--- src/hdl/pcg_pkg.sv ---
// Package of constants for the port clock gating and soft reset block.
package pcg_pkg;

  // ==========================================================================
  // Register offsets
  localparam logic [11:0] PCG_OFF_SRST0   = 12'h040;
  localparam logic [11:0] PCG_OFF_SRST1   = 12'h044;
  localparam logic [11:0] PCG_OFF_RCFG    = 12'h060;
  localparam logic [11:0] PCG_OFF_RUNG2   = 12'h108;
  localparam logic [11:0] PCG_OFF_SLPG2   = 12'h118;
  localparam logic [11:0] PCG_OFF_DSLG2   = 12'h128;
  localparam logic [11:0] PCG_OFF_INTST   = 12'h150;
  localparam logic [11:0] PCG_OFF_INTMSK  = 12'h154;
  localparam logic [11:0] PCG_OFF_STATE   = 12'h158;

  // ==========================================================================
  // Field positions and reset values
  localparam int          PCG_ACG_BIT     = 11;
  localparam int          PCG_NPORTS      = 8;
  localparam logic [31:0] PCG_SRST0_BITS  = 32'h0100_0048;
  localparam logic [31:0] PCG_SRST1_BITS  = 32'h030f_5037;
  localparam logic [7:0]  PCG_GATE_RST    = 8'h00;
  localparam logic [31:0] PCG_WORD_RST    = 32'h0000_0000;
  localparam int          PCG_EV_FAULT    = 0;
  localparam int          PCG_EV_MODE     = 1;
  localparam int          PCG_NEV         = 2;

  // ==========================================================================
  // Power modes
  typedef enum logic [1:0]
  {
    PCG_MODE_RUN   = 2'b00,
    PCG_MODE_SLEEP = 2'b01,
    PCG_MODE_DEEP  = 2'b11
  } pcg_mode_t;

endpackage : pcg_pkg

--- src/hdl/pcg_gate_sel.sv ---
// Selection of the active port clock-enable set by power mode.
`timescale 1ns/1ps
module pcg_gate_sel
  import pcg_pkg::*;
#(
  parameter int NPORTS = PCG_NPORTS
)
(
  input  wire logic [NPORTS-1:0] run_set,
  input  wire logic [NPORTS-1:0] sleep_set,
  input  wire logic [NPORTS-1:0] deep_set,
  input  wire logic [NPORTS-1:0] present,
  input  wire logic              auto_clock_gating,
  input  wire pcg_mode_t         mode,
  output logic      [NPORTS-1:0] active_set
);

  // ==========================================================================
  // Selection
  wire logic [NPORTS-1:0] low_set;
  wire logic [NPORTS-1:0] pick;

  // Without auto gating the run set stays in force in every mode.
  assign low_set    = (mode == PCG_MODE_DEEP) ? deep_set : sleep_set;
  assign pick       = (auto_clock_gating && mode != PCG_MODE_RUN) ? low_set
                                                                  : run_set;
  // Enables for absent ports never reach a clock.
  assign active_set = pick & present;

endmodule : pcg_gate_sel

--- src/hdl/pcg_top.sv ---
// Port clock gating, soft reset control, bus fault and interrupt logic.
//
// Summary of operation
// Enable bit one clocks port; zero stops it.
// Access to unclocked unit returns bus fault.
// All clock enables reset to zero.
// Software must enable ports it uses.
// Run, sleep, deep-sleep sets chosen by mode.
// Sleep sets used only with auto gating.
// Bits 0 to 7 gate ports A to H.
// Deep-sleep gating register at offset 0x128.
// Reserved bits read zero, ignore writes.
// Enable bits of absent units do nothing.
// Reset register writes masked by capabilities.
// Reset bit holds unit until cleared.
// First reset map: CAN 24, hibernate 6, watchdog 3.
`timescale 1ns/1ps
module pcg_top
  import pcg_pkg::*;
#(
  parameter int          NPORTS        = PCG_NPORTS,
  parameter logic [7:0]  PORTS_PRESENT = 8'hff,
  parameter logic [31:0] CAP_MASK_1    = PCG_SRST0_BITS,
  parameter logic [31:0] CAP_MASK_2    = PCG_SRST1_BITS
)
(
  input  wire logic              clk_sys,
  input  wire logic              rst,
  input  wire logic [11:0]       reg_addr,
  input  wire logic [31:0]       reg_wdata,
  input  wire logic              reg_wr,
  input  wire logic              reg_rd,
  output logic      [31:0]       reg_rdata,
  input  wire logic [1:0]        power_mode,
  input  wire logic [NPORTS-1:0] port_access,
  output logic      [NPORTS-1:0] port_clk_en,
  output logic                   bus_fault,
  output logic      [31:0]       unit_reset_0,
  output logic      [31:0]       unit_reset_1,
  output logic                   irq
);

  // ==========================================================================
  // Elaboration check
  if (NPORTS != 8) begin : g_bad_nports
    $error("pcg_top: NPORTS must be 8");
  end

  // ==========================================================================
  // Registers
  logic [NPORTS-1:0] run_gate_reg;
  logic [NPORTS-1:0] sleep_gate_reg;
  logic [NPORTS-1:0] deep_gate_reg;
  logic [31:0]       srst0_reg;
  logic [31:0]       srst1_reg;
  logic              acg_reg;
  logic [PCG_NEV-1:0] int_st_reg;
  logic [PCG_NEV-1:0] int_st_next;
  logic [PCG_NEV-1:0] int_msk_reg;
  logic [1:0]        mode_sync1_reg;
  logic [1:0]        mode_sync2_reg;
  logic [NPORTS-1:0] acc_sync1_reg;
  logic [NPORTS-1:0] acc_sync2_reg;
  pcg_mode_t         mode_prev_reg;

  // ==========================================================================
  // Synchronisers for the pins from outside this domain
  always_ff @(posedge clk_sys or posedge rst)
  begin
    if (rst)
    begin
      mode_sync1_reg <= 2'h0;
      mode_sync2_reg <= 2'h0;
      acc_sync1_reg  <= '0;
      acc_sync2_reg  <= '0;
    end
    else
    begin
      mode_sync1_reg <= power_mode;
      mode_sync2_reg <= mode_sync1_reg;
      acc_sync1_reg  <= port_access;
      acc_sync2_reg  <= acc_sync1_reg;
    end
  end

  // ==========================================================================
  // Decode
  function automatic logic hit(input logic [11:0] a, input logic [11:0] off);
    hit = (a == off);
  endfunction : hit

  wire logic wr_srst0 = reg_wr && hit(reg_addr, PCG_OFF_SRST0);
  wire logic wr_srst1 = reg_wr && hit(reg_addr, PCG_OFF_SRST1);
  wire logic wr_rcfg  = reg_wr && hit(reg_addr, PCG_OFF_RCFG);
  wire logic wr_run   = reg_wr && hit(reg_addr, PCG_OFF_RUNG2);
  wire logic wr_slp   = reg_wr && hit(reg_addr, PCG_OFF_SLPG2);
  wire logic wr_dsl   = reg_wr && hit(reg_addr, PCG_OFF_DSLG2);
  wire logic wr_ist   = reg_wr && hit(reg_addr, PCG_OFF_INTST);
  wire logic wr_imsk  = reg_wr && hit(reg_addr, PCG_OFF_INTMSK);

  wire pcg_mode_t   mode_now = pcg_mode_t'(mode_sync2_reg);
  wire logic [NPORTS-1:0] active_set;
  wire logic [NPORTS-1:0] fault_hits = acc_sync2_reg & ~active_set;
  wire logic        fault_ev = |fault_hits;
  wire logic        mode_ev  = (mode_now != mode_prev_reg);

  pcg_gate_sel #(
    .NPORTS            (NPORTS)
  ) u_gate_sel (
    .run_set           (run_gate_reg),
    .sleep_set         (sleep_gate_reg),
    .deep_set          (deep_gate_reg),
    .present           (PORTS_PRESENT[NPORTS-1:0]),
    .auto_clock_gating (acg_reg),
    .mode              (mode_now),
    .active_set        (active_set)
  );

  // ==========================================================================
  // Register writes
  always_ff @(posedge clk_sys or posedge rst)
  begin
    if (rst)
    begin
      run_gate_reg   <= PCG_GATE_RST;
      sleep_gate_reg <= PCG_GATE_RST;
      deep_gate_reg  <= PCG_GATE_RST;
      acg_reg        <= 1'b0;
      srst0_reg      <= PCG_WORD_RST;
      srst1_reg      <= PCG_WORD_RST;
      int_msk_reg    <= '0;
    end
    else
    begin
      // Only bits 7:0 are stored, so bit n gates port n and the rest read zero.
      if (wr_run)  run_gate_reg   <= reg_wdata[NPORTS-1:0];
      if (wr_slp)  sleep_gate_reg <= reg_wdata[NPORTS-1:0];
      if (wr_dsl)  deep_gate_reg  <= reg_wdata[NPORTS-1:0];
      if (wr_rcfg) acg_reg        <= reg_wdata[PCG_ACG_BIT];
      if (wr_srst0) srst0_reg <= reg_wdata & CAP_MASK_1 & PCG_SRST0_BITS;
      if (wr_srst1) srst1_reg <= reg_wdata & CAP_MASK_2 & PCG_SRST1_BITS;
      if (wr_imsk) int_msk_reg    <= reg_wdata[PCG_NEV-1:0];
    end
  end

  // A new event beats a write-one-to-clear in the same cycle.
  always_comb
  begin
    int_st_next = int_st_reg;
    if (wr_ist)
      int_st_next = int_st_next & ~reg_wdata[PCG_NEV-1:0];
    if (fault_ev)
      int_st_next[PCG_EV_FAULT] = 1'b1;
    if (mode_ev)
      int_st_next[PCG_EV_MODE] = 1'b1;
  end

  // ==========================================================================
  // Read mux
  wire logic [31:0] rd_mux =
    hit(reg_addr, PCG_OFF_SRST0)  ? srst0_reg :
    hit(reg_addr, PCG_OFF_SRST1)  ? srst1_reg :
    hit(reg_addr, PCG_OFF_RCFG)   ? {20'h0, acg_reg, 11'h0} :
    hit(reg_addr, PCG_OFF_RUNG2)  ? {24'h0, run_gate_reg} :
    hit(reg_addr, PCG_OFF_SLPG2)  ? {24'h0, sleep_gate_reg} :
    hit(reg_addr, PCG_OFF_DSLG2)  ? {24'h0, deep_gate_reg} :
    hit(reg_addr, PCG_OFF_INTST)  ? {30'h0, int_st_reg} :
    hit(reg_addr, PCG_OFF_INTMSK) ? {30'h0, int_msk_reg} :
    hit(reg_addr, PCG_OFF_STATE)  ? {22'h0, mode_sync2_reg, active_set} :
    32'h0;

  // ==========================================================================
  // Outputs and status
  always_ff @(posedge clk_sys or posedge rst)
  begin
    if (rst)
    begin
      reg_rdata     <= 32'h0;
      int_st_reg    <= '0;
      mode_prev_reg <= PCG_MODE_RUN;
      port_clk_en   <= '0;
      bus_fault     <= 1'b0;
      unit_reset_0  <= 32'h0;
      unit_reset_1  <= 32'h0;
      irq           <= 1'b0;
    end
    else
    begin
      reg_rdata     <= reg_rd ? rd_mux : 32'h0;
      int_st_reg    <= int_st_next;
      mode_prev_reg <= mode_now;
      port_clk_en   <= active_set;
      bus_fault     <= fault_ev;
      unit_reset_0  <= srst0_reg;
      unit_reset_1  <= srst1_reg;
      irq           <= |(int_st_next & int_msk_reg);
    end
  end

  // ==========================================================================
  // Assertions
  property p_clk_follows_set;
    @(posedge clk_sys) disable iff (rst)
      1'b1 |=> port_clk_en == $past(active_set);
  endproperty
  a_clk_follows_set: assert property (p_clk_follows_set)
    else $error("port clock enable does not follow active set");

  property p_fault;
    @(posedge clk_sys) disable iff (rst)
      (|(acc_sync2_reg & ~active_set)) |=> bus_fault;
  endproperty
  a_fault: assert property (p_fault)
    else $error("access to gated port gave no bus fault");

  property p_no_fault;
    @(posedge clk_sys) disable iff (rst)
      (acc_sync2_reg & ~active_set) == '0 |=> !bus_fault;
  endproperty
  a_no_fault: assert property (p_no_fault)
    else $error("bus fault without gated access");

  property p_reset_zero;
    @(posedge clk_sys) $fell(rst) |-> port_clk_en == '0 && run_gate_reg == '0;
  endproperty
  a_reset_zero: assert property (p_reset_zero)
    else $error("clock enables not zero after reset");

  property p_no_acg_run;
    @(posedge clk_sys) disable iff (rst)
      !acg_reg |-> active_set == (run_gate_reg & PORTS_PRESENT);
  endproperty
  a_no_acg_run: assert property (p_no_acg_run)
    else $error("sleep set applied without auto gating");

  property p_deep_sel;
    @(posedge clk_sys) disable iff (rst)
      acg_reg && mode_now == PCG_MODE_DEEP |-> active_set == (deep_gate_reg & PORTS_PRESENT);
  endproperty
  a_deep_sel: assert property (p_deep_sel)
    else $error("deep sleep set not applied");

  property p_rsv_zero;
    @(posedge clk_sys) disable iff (rst)
      reg_rd |=> reg_rdata[31:8] == 24'h0 || $past(reg_addr) == PCG_OFF_SRST0
                 || $past(reg_addr) == PCG_OFF_SRST1
                 || $past(reg_addr) == PCG_OFF_STATE;
  endproperty
  a_rsv_zero: assert property (p_rsv_zero)
    else $error("reserved bits read non-zero");

  property p_srst_mask;
    @(posedge clk_sys) disable iff (rst)
      wr_srst0 |=> srst0_reg == ($past(reg_wdata) & CAP_MASK_1 & PCG_SRST0_BITS);
  endproperty
  a_srst_mask: assert property (p_srst_mask)
    else $error("reset register write not masked");

  property p_srst_hold;
    @(posedge clk_sys) disable iff (rst)
      !wr_srst1 |=> unit_reset_1 == $past(unit_reset_1) || $past(wr_srst1, 2);
  endproperty
  a_srst_hold: assert property (p_srst_hold)
    else $error("unit reset changed without write");

endmodule : pcg_top

--- config.mk ---
export PLATFORM = sky130hd
export DESIGN_NAME = pcg_top
export DESIGN_NICKNAME = d
export VERILOG_FILES = /design/src/hdl/pcg_pkg.sv /design/src/hdl/pcg_gate_sel.sv /design/src/hdl/pcg_top.sv
export SDC_FILE = /design/constraint.sdc
export NUM_CORES = 1
export LEC_CHECK = 0
export BUFFER_PORTS_ARGS = -buffer_cell sky130_fd_sc_hd__buf_2
export CAP_MARGIN = 20
export CORE_MARGIN = 1.5
export CORE_UTILIZATION = 51
export CTS_BUF_LIST = sky130_fd_sc_hd__clkbuf_8
export CTS_CLUSTER_SIZE = 25
export DETAILED_ROUTE_END_ITERATION = 7
export HOLD_SLACK_MARGIN = 0.15
export PLACE_DENSITY = 0.85
export SLEW_MARGIN = 40
export SYNTH_ARGS = -nofsm -noshare
export SYNTH_HDL_FRONTEND = slang
export SYNTH_HIERARCHICAL = 1
export SYNTH_SLANG_ARGS = --single-unit
--- constraint.sdc ---
create_clock -name clk_sys -period 10.75 [get_ports clk_sys]
set_input_delay 1.6125 -clock clk_sys [delete_from_list [all_inputs] [get_ports clk_sys]]
set_output_delay 1.6125 -clock clk_sys [all_outputs]
set_load 0.02 [all_outputs]
==> results of run 1 <==
## per-stage QoR
stage                     cell area (um^2)  instances  hold WS [ps]  util (%)
final                                 5394        617         353.8     58.38
after global routing                  5394        617         363.8     58.38
after CTS                             5394        617         356.7     58.38
after detailed placement              5216        601         334.7     56.45
after global placement                5207        601         331.7     56.36
after floorplan                       5109        454         331.2         -
## power groups by stage
stage | sequential [uW] | combinational (uW) | clock [uW]
floorplan | 437 | 55.8 | 0
global placement | 437 | 54.3 | 0
detailed placement | 437 | 56.1 | 0
CTS | 429 | 56.2 | 234
global route | 429 | 62.0 | 253
finish | 428 | 56.0 | 226
## cells in the final DEF (no fill, tap or decap), drive strengths merged, types with 9 or more instances in the layout
cell | netlist | routed
dfrtp | 112 | 112
buf | 68 | 88
conb | 2 | 69
mux2 | 46 | 46
inv | 15 | 19
o21ai | 17 | 17
nand2 | 16 | 16
a21oi | 14 | 14
nor2 | 13 | 13
mux2i | 11 | 11
and2 | 9 | 9
clkbuf | 2 | 9
## worst max-delay path: cells and delay by family
| family | cells | cell delay [ps] |
|---|---|---|
| AND/OR/NAND/NOR | 3 | 1440 |
| multiplexers | 1 | 400 |
| buffers and inverters | 1 | 110 |
## cells by family after synthesis
logic type	share of synthesized area [%]
simple gates	9.892
flops	57.70
compound gates	7.213
mux	12.93
other cells	0.1546
buf+inv	11.75
xor+xnor	0.3607
## area by class of cell
cell class | count | area, um^2
Fill cell | 761 | 3846
Sequential cell | 112 | 2803
Multi-Input combinational cell | 257 | 1750
Timing Repair Buffer | 88 | 442.9
Tap cell | 129 | 161.4
Clock buffer | 9 | 123.9
Inverter | 15 | 58.81
Clock inverter | 7 | 53.80
## metal layers
metal / track usage [%] / routed length, um / share of wire, % / vias up
met3: 5.479 / 700 / 7.7 / 15
met4: 8.126 / 151 / 1.7 / 0
li1: - / - / - / 1399
met2: 30.20 / 4414 / 49 / 140
met1: 24.26 / 3789 / 42 / 1500
met5: 0 / 0 / 0 / -
## final timing paths
path	cells after the start	endpoint	from	slack [ps]
max	5	srst1_reg[12]	reg_addr[7]	7440
min	0	mode_now[0]	mode_sync1_reg[0]	350
max reg2reg	7	irq	mode_now[1]	8200
min reg2reg	0	mode_now[0]	mode_sync1_reg[0]	350
max in group asynchronous	3	sleep_gate_reg[4]	rst	8290
min in group asynchronous	2	reg_rdata[16]	rst	1310
==> reports/results.tsv, run 1 <==
metric	value	unit
status	completed	
clk_pin_slew_worst_paths	100	ps
drt_iter0_drc	159	
switching_share	26.17	%
via_count	3054	
grt-ovfl-total	0	
syn-cell-area	0.004857	mm^2
yosys-top-cells-area	dfrtp_1, buf_4, mux2_1	
start_util	52.57	%
worst_setup_path_start_kind	primary input	
wl_per_cell	14.68	um
cts_repair_resize_count	0	
synth.avg_cell_area	12.55	um^2
yosysUniqueCellTypes	55	
cts_tree	done	
peakVddDrop	103.5	uV
drive_above_1_share	27.05	%
path_cells	buf_2, nor4_4, nand4b_2, nor3_4, mux2_1	
hold_class	reg -> reg	
chipHeight	100.6	um
pre_cts_slack	7010	ps
core_area	0.009240	mm^2
maxCapViolCount	0	
postCtsHoldBufs	0	
dieArea	0.01012	mm^2
num_io_pins	164	
worstSetupPathType	in -> reg	
grt_max_degree	61	
ant_nets	0	
setup_violations	0	
synth_edf_count	0	
h-tree-depth	3	
num_antenna_cells	0	
power	710.7	uW
largest_register_ff_count	19	
grt_pass1_vias	2901	
crit_arrival	3570	ps
p_sw	186.0	uW
setup_tns	0	ps
cp_max_fo	13	
ys.flop_type	dfrtp_1	
p_clk_share	31.8	%
port_buffers	87	
syn_inst	387	
cts_buffers	9	
p_seq_share	60.3	%
cts_setup_buffers	0	
drtPass1Iterations	4	
ys_warn_count	6	
power.density	131.8	mW/mm^2
clockBufferDepth	2	
wl	9.055	mm
async_flop_share	100.0	%
cp.required	11010	ps
cts_root_buf	clkbuf_8	
cts_sinks	112	
finalWorstSetupSlack	7438	ps
clk_latency	370	ps
internal-power	524.7	uW
slowest_stage	nor3_4	
skew	12.65	ps
synth_top_area_cell	dfrtp_1	
synthTopCellsByCount	dfrtp_1, buf_4, mux2_1	
max_freq	301.9	MHz
antenna_found_initial	0	
grt_pass1_wl	14.48	mm
drc	0	
worst_pin_slew	714.9	ps
layout_min_cycle_time	3312	ps
comb_power_share	7.9	%
dpl.hpwl	6.806	mm
vias_per_cell	4.950	
max_stage_delay	690	ps
finalCritPeriodShare	30.81	%
leakagePower	0.002890	uW
routabilityCongestion	0.8558	
syn2layout_area_growth	11.05	%
rsz0062_at_grt	false	
rows	35	
chipWidth	100.6	um
slew_headroom	52.34	%
grtUsageTotal	18.95	%
slew_viol_final	0	
yosysMostFrequentCell	dfrtp_1	
yosys_register_bits	112	
nNetsFinal	541	
hold_viol_final	0	
endpoint_kind	register	
synth_top_area_share	57.70	%
seq_area_frac_synth	57.70	%
No activity file was read; power rests on OpenSTA's default activity.
==> run 2, diff against run 1 <==
- CORE_UTILIZATION: 51 -> 47
- PLACE_DENSITY: 0.85 -> 0.82
- clock period: 10.75 -> 2.8 ns (I/O delays scaled with it)
==> reports/results.tsv, run 2 (synthesis results as in run 1) <==
metric	value	unit	change
via_count	3082		+0.92%
routabilityCongestion	0.9159		+7.0%
grtUsageTotal	18.49	%	-0.46 points
worstSetupPathType	reg -> reg		
clk_latency	390	ps	+20 ps
hold_class	in -> reg		
leakagePower	0.003017	uW	+4.4%
drt_iter0_drc	175		+10%
final_cell_mix	dfrtp_1, buf_2, conb_1		
grt_pass1_wl	15.77	mm	+8.9%
fin_cells	644		+4.4%
vias_per_cell	4.786		-3.3%
port_buffers	87		unchanged
dieArea	0.01095	mm^2	+8.3%
cts_repair_resize_count	0		unchanged
worstHoldPathCells	2		+2
post-route-util	56.91	%	-1.5 points
rsz0062_at_grt	false		
chipHeight	104.7	um	+4.0%
reg2reg_from	mode_now[1]		
final_common_cell	dfrtp_1		
holdCritStartpoint	reg_wdata[16]		
h-tree-depth	3		unchanged
setup_violations	0		unchanged
drtPass1Iterations	5		+1
drive_above_1_share	28.38	%	+1.3 points
power	2836	uW	+300%
start_util	49.02	%	-3.6 points
power.density	502.9	mW/mm^2	+280%
drc	0		unchanged
cp.required	3090	ps	-7920 ps
maxCapViolCount	0		unchanged
finalWorstSetupSlack	285.8	ps	-7152 ps
cts_root_buf	clkbuf_8		
hold_viol_final	0		unchanged
setup_tns	0	ps	unchanged
largest_register_ff_count	19		unchanged
antenna_found_initial	0		unchanged
cp_max_fo	16		+3
core_area	0.009910	mm^2	+7.2%
grt_max_degree	54		-11%
num_io_pins	164		unchanged
peakVddDrop	225.6	uV	+120%
dpl.cell_count	616		+2.5%
slew_viol_final	0		unchanged
pre_cts_slack	338.4	ps	-6671 ps
worst_setup_path_start_kind	register		
final.fill_count	862		+13%
num_antenna_cells	0		unchanged
grt-ovfl-total	0		unchanged
r2r_cells	7		unchanged
ant_nets	0		unchanged
clk_pin_slew_worst_paths	110	ps	about the same
r2r_setup_slack	290	ps	-7910 ps
cts_sinks	112		unchanged
hold_end	srst1_reg[16]		
nNetsFinal	564		+4.3%
syn2layout_area_growth	16.10	%	
max_freq	397.7	MHz	
layout_min_cycle_time	2514	ps	
grt_pass1_vias	3067		+5.7%
cts_tree	done		
endpoint_kind	register		
cts_buffers	9		unchanged
crit_arrival	2810	ps	-760 ps
clockBufferDepth	2		unchanged
status	completed		
finalCritPeriodShare	89.79	%	
wl_per_cell	14.81	um	+0.89%
rows	36		+2.9%
rr_endpoint	irq		
chipWidth	104.7	um	+4.0%
wl	9.535	mm	+5.3%
dpl.hpwl	7.011	mm	+3.0%
skew	13.45	ps	+0.7955 ps
==> run 2: changes by cell type in the layout (fill, tap and decap cells not counted), sizes merged <==
cell	delta
dlygate4sd3	+11
inv	+1
clkinvlp	-1
buf	+12
==> run 2: layout make-up <==
class / instances / area (um^2) / area share, %
clock buffers: 9 / 123.9 / 2.197
clock inverters: 7 / 76.32 / 1.353
inverters: 15 / 60.06 / 1.065
multi-input cells: 257 / 1742 / 30.89
flip-flops and latches: 112 / 2803 / 49.70
well taps: 133 / 166.4 / 2.951
repair buffers: 111 / 668.1 / 11.85
==> run 2: critical path, stage by stage, from the launching register on <==
cell and delay, ps:
dfrtp_1 440, o21a_2 380, o21ai_0 170, a21oi_1 250, o22ai_1 110, or4_1 630
nand2b_1 210, a22o_1 230
==> run 2: power breakdown <==
group	internal, uW	switching (uW)
clock	359	598
sequential	1640	8.53
combinational	62.6	171
==> run 2: how the worst max path moves through the flow <==
stage               slack, ps  depth (start not counted)        start   to
global route              170                          7  mode_now[1]  irq
finish                    290                          7  mode_now[1]  irq
floorplan                 740                          7  mode_now[1]  irq
global placement          430                          7  mode_now[1]  irq
CTS                       320                          7  mode_now[1]  irq
detailed placement        340                          7  mode_now[1]  irq
==> run 2: per-stage QoR <==
stage	area, um^2	hold slack, ps
after floorplan	5112	331.2
after global placement	5309	334.7
after detailed placement	5309	335.5
after CTS	5609	159.5
after global routing	5639	229.2
final	5639	243.3
==> run 2: repair_timing <==
action	4_1_cts	5_1_grt
setup buffers	0	0
hold endpoints to repair	10	7
hold buffers	10	1
setup endpoints to repair	0	0
==> run 2: routing by layer <==
| metal | wire length, um | global-route usage, % | part of all wire, % |
|---|---|---|---|
| met5 | 0 | 0 | 0 |
| met4 | 172 | 4.990 | 1.8 |
| met2 | 4494 | 28.85 | 47 |
| met1 | 4308 | 25.34 | 45 |
| met3 | 560 | 5.365 | 5.9 |
==> run 3, diff against run 2 <==
- CELL_PAD_IN_SITES_DETAIL_PLACEMENT: unset -> 1
- CELL_PAD_IN_SITES_GLOBAL_PLACEMENT: unset -> 2
- CORE_UTILIZATION: 47 -> 30
==> reports/results.tsv, run 3 (synthesis results as in run 1) <==
metric	value	unit	change
cts_root_buf	clkbuf_8		
r2r_setup_slack	250	ps	-40 ps
wl_per_cell	15.42	um	+4.1%
setup_tns	0	ps	unchanged
h-tree-depth	3		unchanged
largest_register_ff_count	19		unchanged
start_util	30.69	%	-18 points
crit_arrival	2860	ps	+50 ps
path_cells	o21a_2, o21ai_0, a21oi_1, buf_4, o22ai_1, or4_1, nand2b_1, a22o_1		
num_io_pins	164		unchanged
cp.required	3110	ps	+20 ps
postCtsHoldBufs	10		unchanged
ant_nets	0		unchanged
dieArea	0.01696	mm^2	+55%
power	2841	uW	+0.16%
crit_buf_inv	1		+1
cts_sinks	112		unchanged
clk_latency	400	ps	about the same
status	completed		
syn2layout_area_growth	17.21	%	
cts_setup_buffers	0		unchanged
slew_headroom	58.23	%	
p_sw	794.0	uW	+2.1%
finalCritPeriodShare	91.22	%	+1.4 points
cts_repair_resize_count	0		unchanged
via_count	3092		+0.32%
num_antenna_cells	0		unchanged
slowest_stage	or4_1		
drtPass1Iterations	4		-1
drt_iter0_drc	123		-30%
cp_max_fo	16		unchanged
routabilityCongestion	0.7959		-13%
nNetsFinal	561		-0.53%
clockBufferDepth	2		unchanged
final_common_cell	dfrtp_1		
final_cell_mix	dfrtp_1, buf_2, conb_1		
grt_pass1_vias	3159		+3.0%
clk_pin_slew_worst_paths	120	ps	about the same
cts_tree	done		
grtUsageTotal	13.71	%	-4.8 points
slew_viol_final	0		unchanged
leakagePower	0.002996	uW	-0.69%
setup_violations	0		unchanged
chipWidth	130.2	um	+24%
path_delay_family	compound AO/OA/AOI/OAI gates		
comb_power_share	8.2	%	about the same
antenna_found_initial	0		unchanged
maxCapViolCount	0		unchanged
worst_setup_path_start_kind	register		
endpoint_kind	register		
drive_above_1_share	27.95	%	-0.42 points
seqCellArea	0.002803	mm^2	unchanged
worst_pin_slew	626.6	ps	
drc	0		unchanged
p_clk_share	33.9	%	about the same
dpl.hpwl	8.284	mm	+18%
core_area	0.01583	mm^2	+60%
fin_cells	724		+12%
grt-ovfl-total	0		unchanged
chipHeight	130.2	um	+24%
final.fill_count	1789		+110%
rows	46		+28%
worstSetupPathType	reg -> reg		
multi_input_area	0.001735	mm^2	-0.36%
dpl.cell_count	698		+13%
cts_buffers	9		unchanged
grt_max_degree	113		+110%
skew	12.57	ps	-0.8807 ps
switching_share	27.95	%	+0.54 points
internal-power	2047	uW	-0.59%
port_buffers	87		unchanged
max_freq	391.5	MHz	-1.6%
p_seq_share	57.9	%	about the same
hold_class	in -> async		
grt_pass1_wl	17.33	mm	+9.9%
hold_ws	131.6	ps	-111.7 ps
layout_min_cycle_time	2554	ps	+39.91 ps
hold_viol_final	0		unchanged
peakVddDrop	213.7	uV	-5.3%
rsz0062_at_grt	false		
wl	11.16	mm	+17%
power.density	499.0	mW/mm^2	-0.79%
max_stage_delay	600	ps	-30 ps
vias_per_cell	4.271		-11%
==> run 3: final timing paths <==
kind | startpoint | end | depth (start not counted)
min in group clk_sys | reg_wdata[17] | srst1_reg[17] | 2
hold / removal | rst | reg_rdata[17] | 3
setup reg to reg | mode_now[1] | irq | 8
setup / recovery | mode_now[1] | irq | 8
hold reg to reg | mode_sync1_reg[0] | mode_now[0] | 0
max in group asynchronous | rst | unit_reset_1[4] | 3
==> run 3: per-layer routing <==
metal	wire length, um	track usage (%)	vias to the layer above
met2	5131	21.58	120
met3	783	5.289	10
met5	0	0	-
li1	-	-	1426
met4	102	3.660	0
met1	5147	17.65	1536
==> run 3: layout make-up <==
| type | count | share of cell area [%] |
|---|---|---|
| flip-flops and latches | 112 | 49.23 |
| multi-input cells | 257 | 30.48 |
| repair buffers | 108 | 11.08 |
| well taps | 216 | 4.747 |
| clock buffers | 9 | 2.176 |
| clock inverters | 7 | 1.231 |
| inverters | 15 | 1.055 |
==> run 3: worst reg2reg max path, delay by kind of cell (launching register included) <==
family	cells	cell delay, ps
AOI/OAI and AO/OA	5	1030
buffers and inverters	1	170
DFF	1	450
and+or+nand+nor	2	810
==> run 3: stage by stage <==
| stage | area, um^2 | util (%) | setup slack, ps |
|---|---|---|---|
| 2_1_floorplan | 5112 | - | 736.5 |
| 3_3_place_gp | 5399 | 34.11 | 267.2 |
| 3_5_place_dp | 5399 | 34.11 | 291.4 |
| 4_1_cts | 5693 | 35.97 | 254.6 |
| 5_1_grt | 5693 | 35.97 | 100.4 |
| 6_report | 5693 | 35.97 | 245.9 |
==> run 3: power groups by stage <==
| stage | sequential, uW | clock, uW | combinational [uW] |
|---|---|---|---|
| detailed placement | 1680 | 0 | 222 |
| global placement | 1680 | 0 | 218 |
| floorplan | 1680 | 0 | 215 |
| CTS | 1650 | 1010 | 233 |
| global route | 1650 | 1080 | 255 |
| finish | 1650 | 963 | 232 |
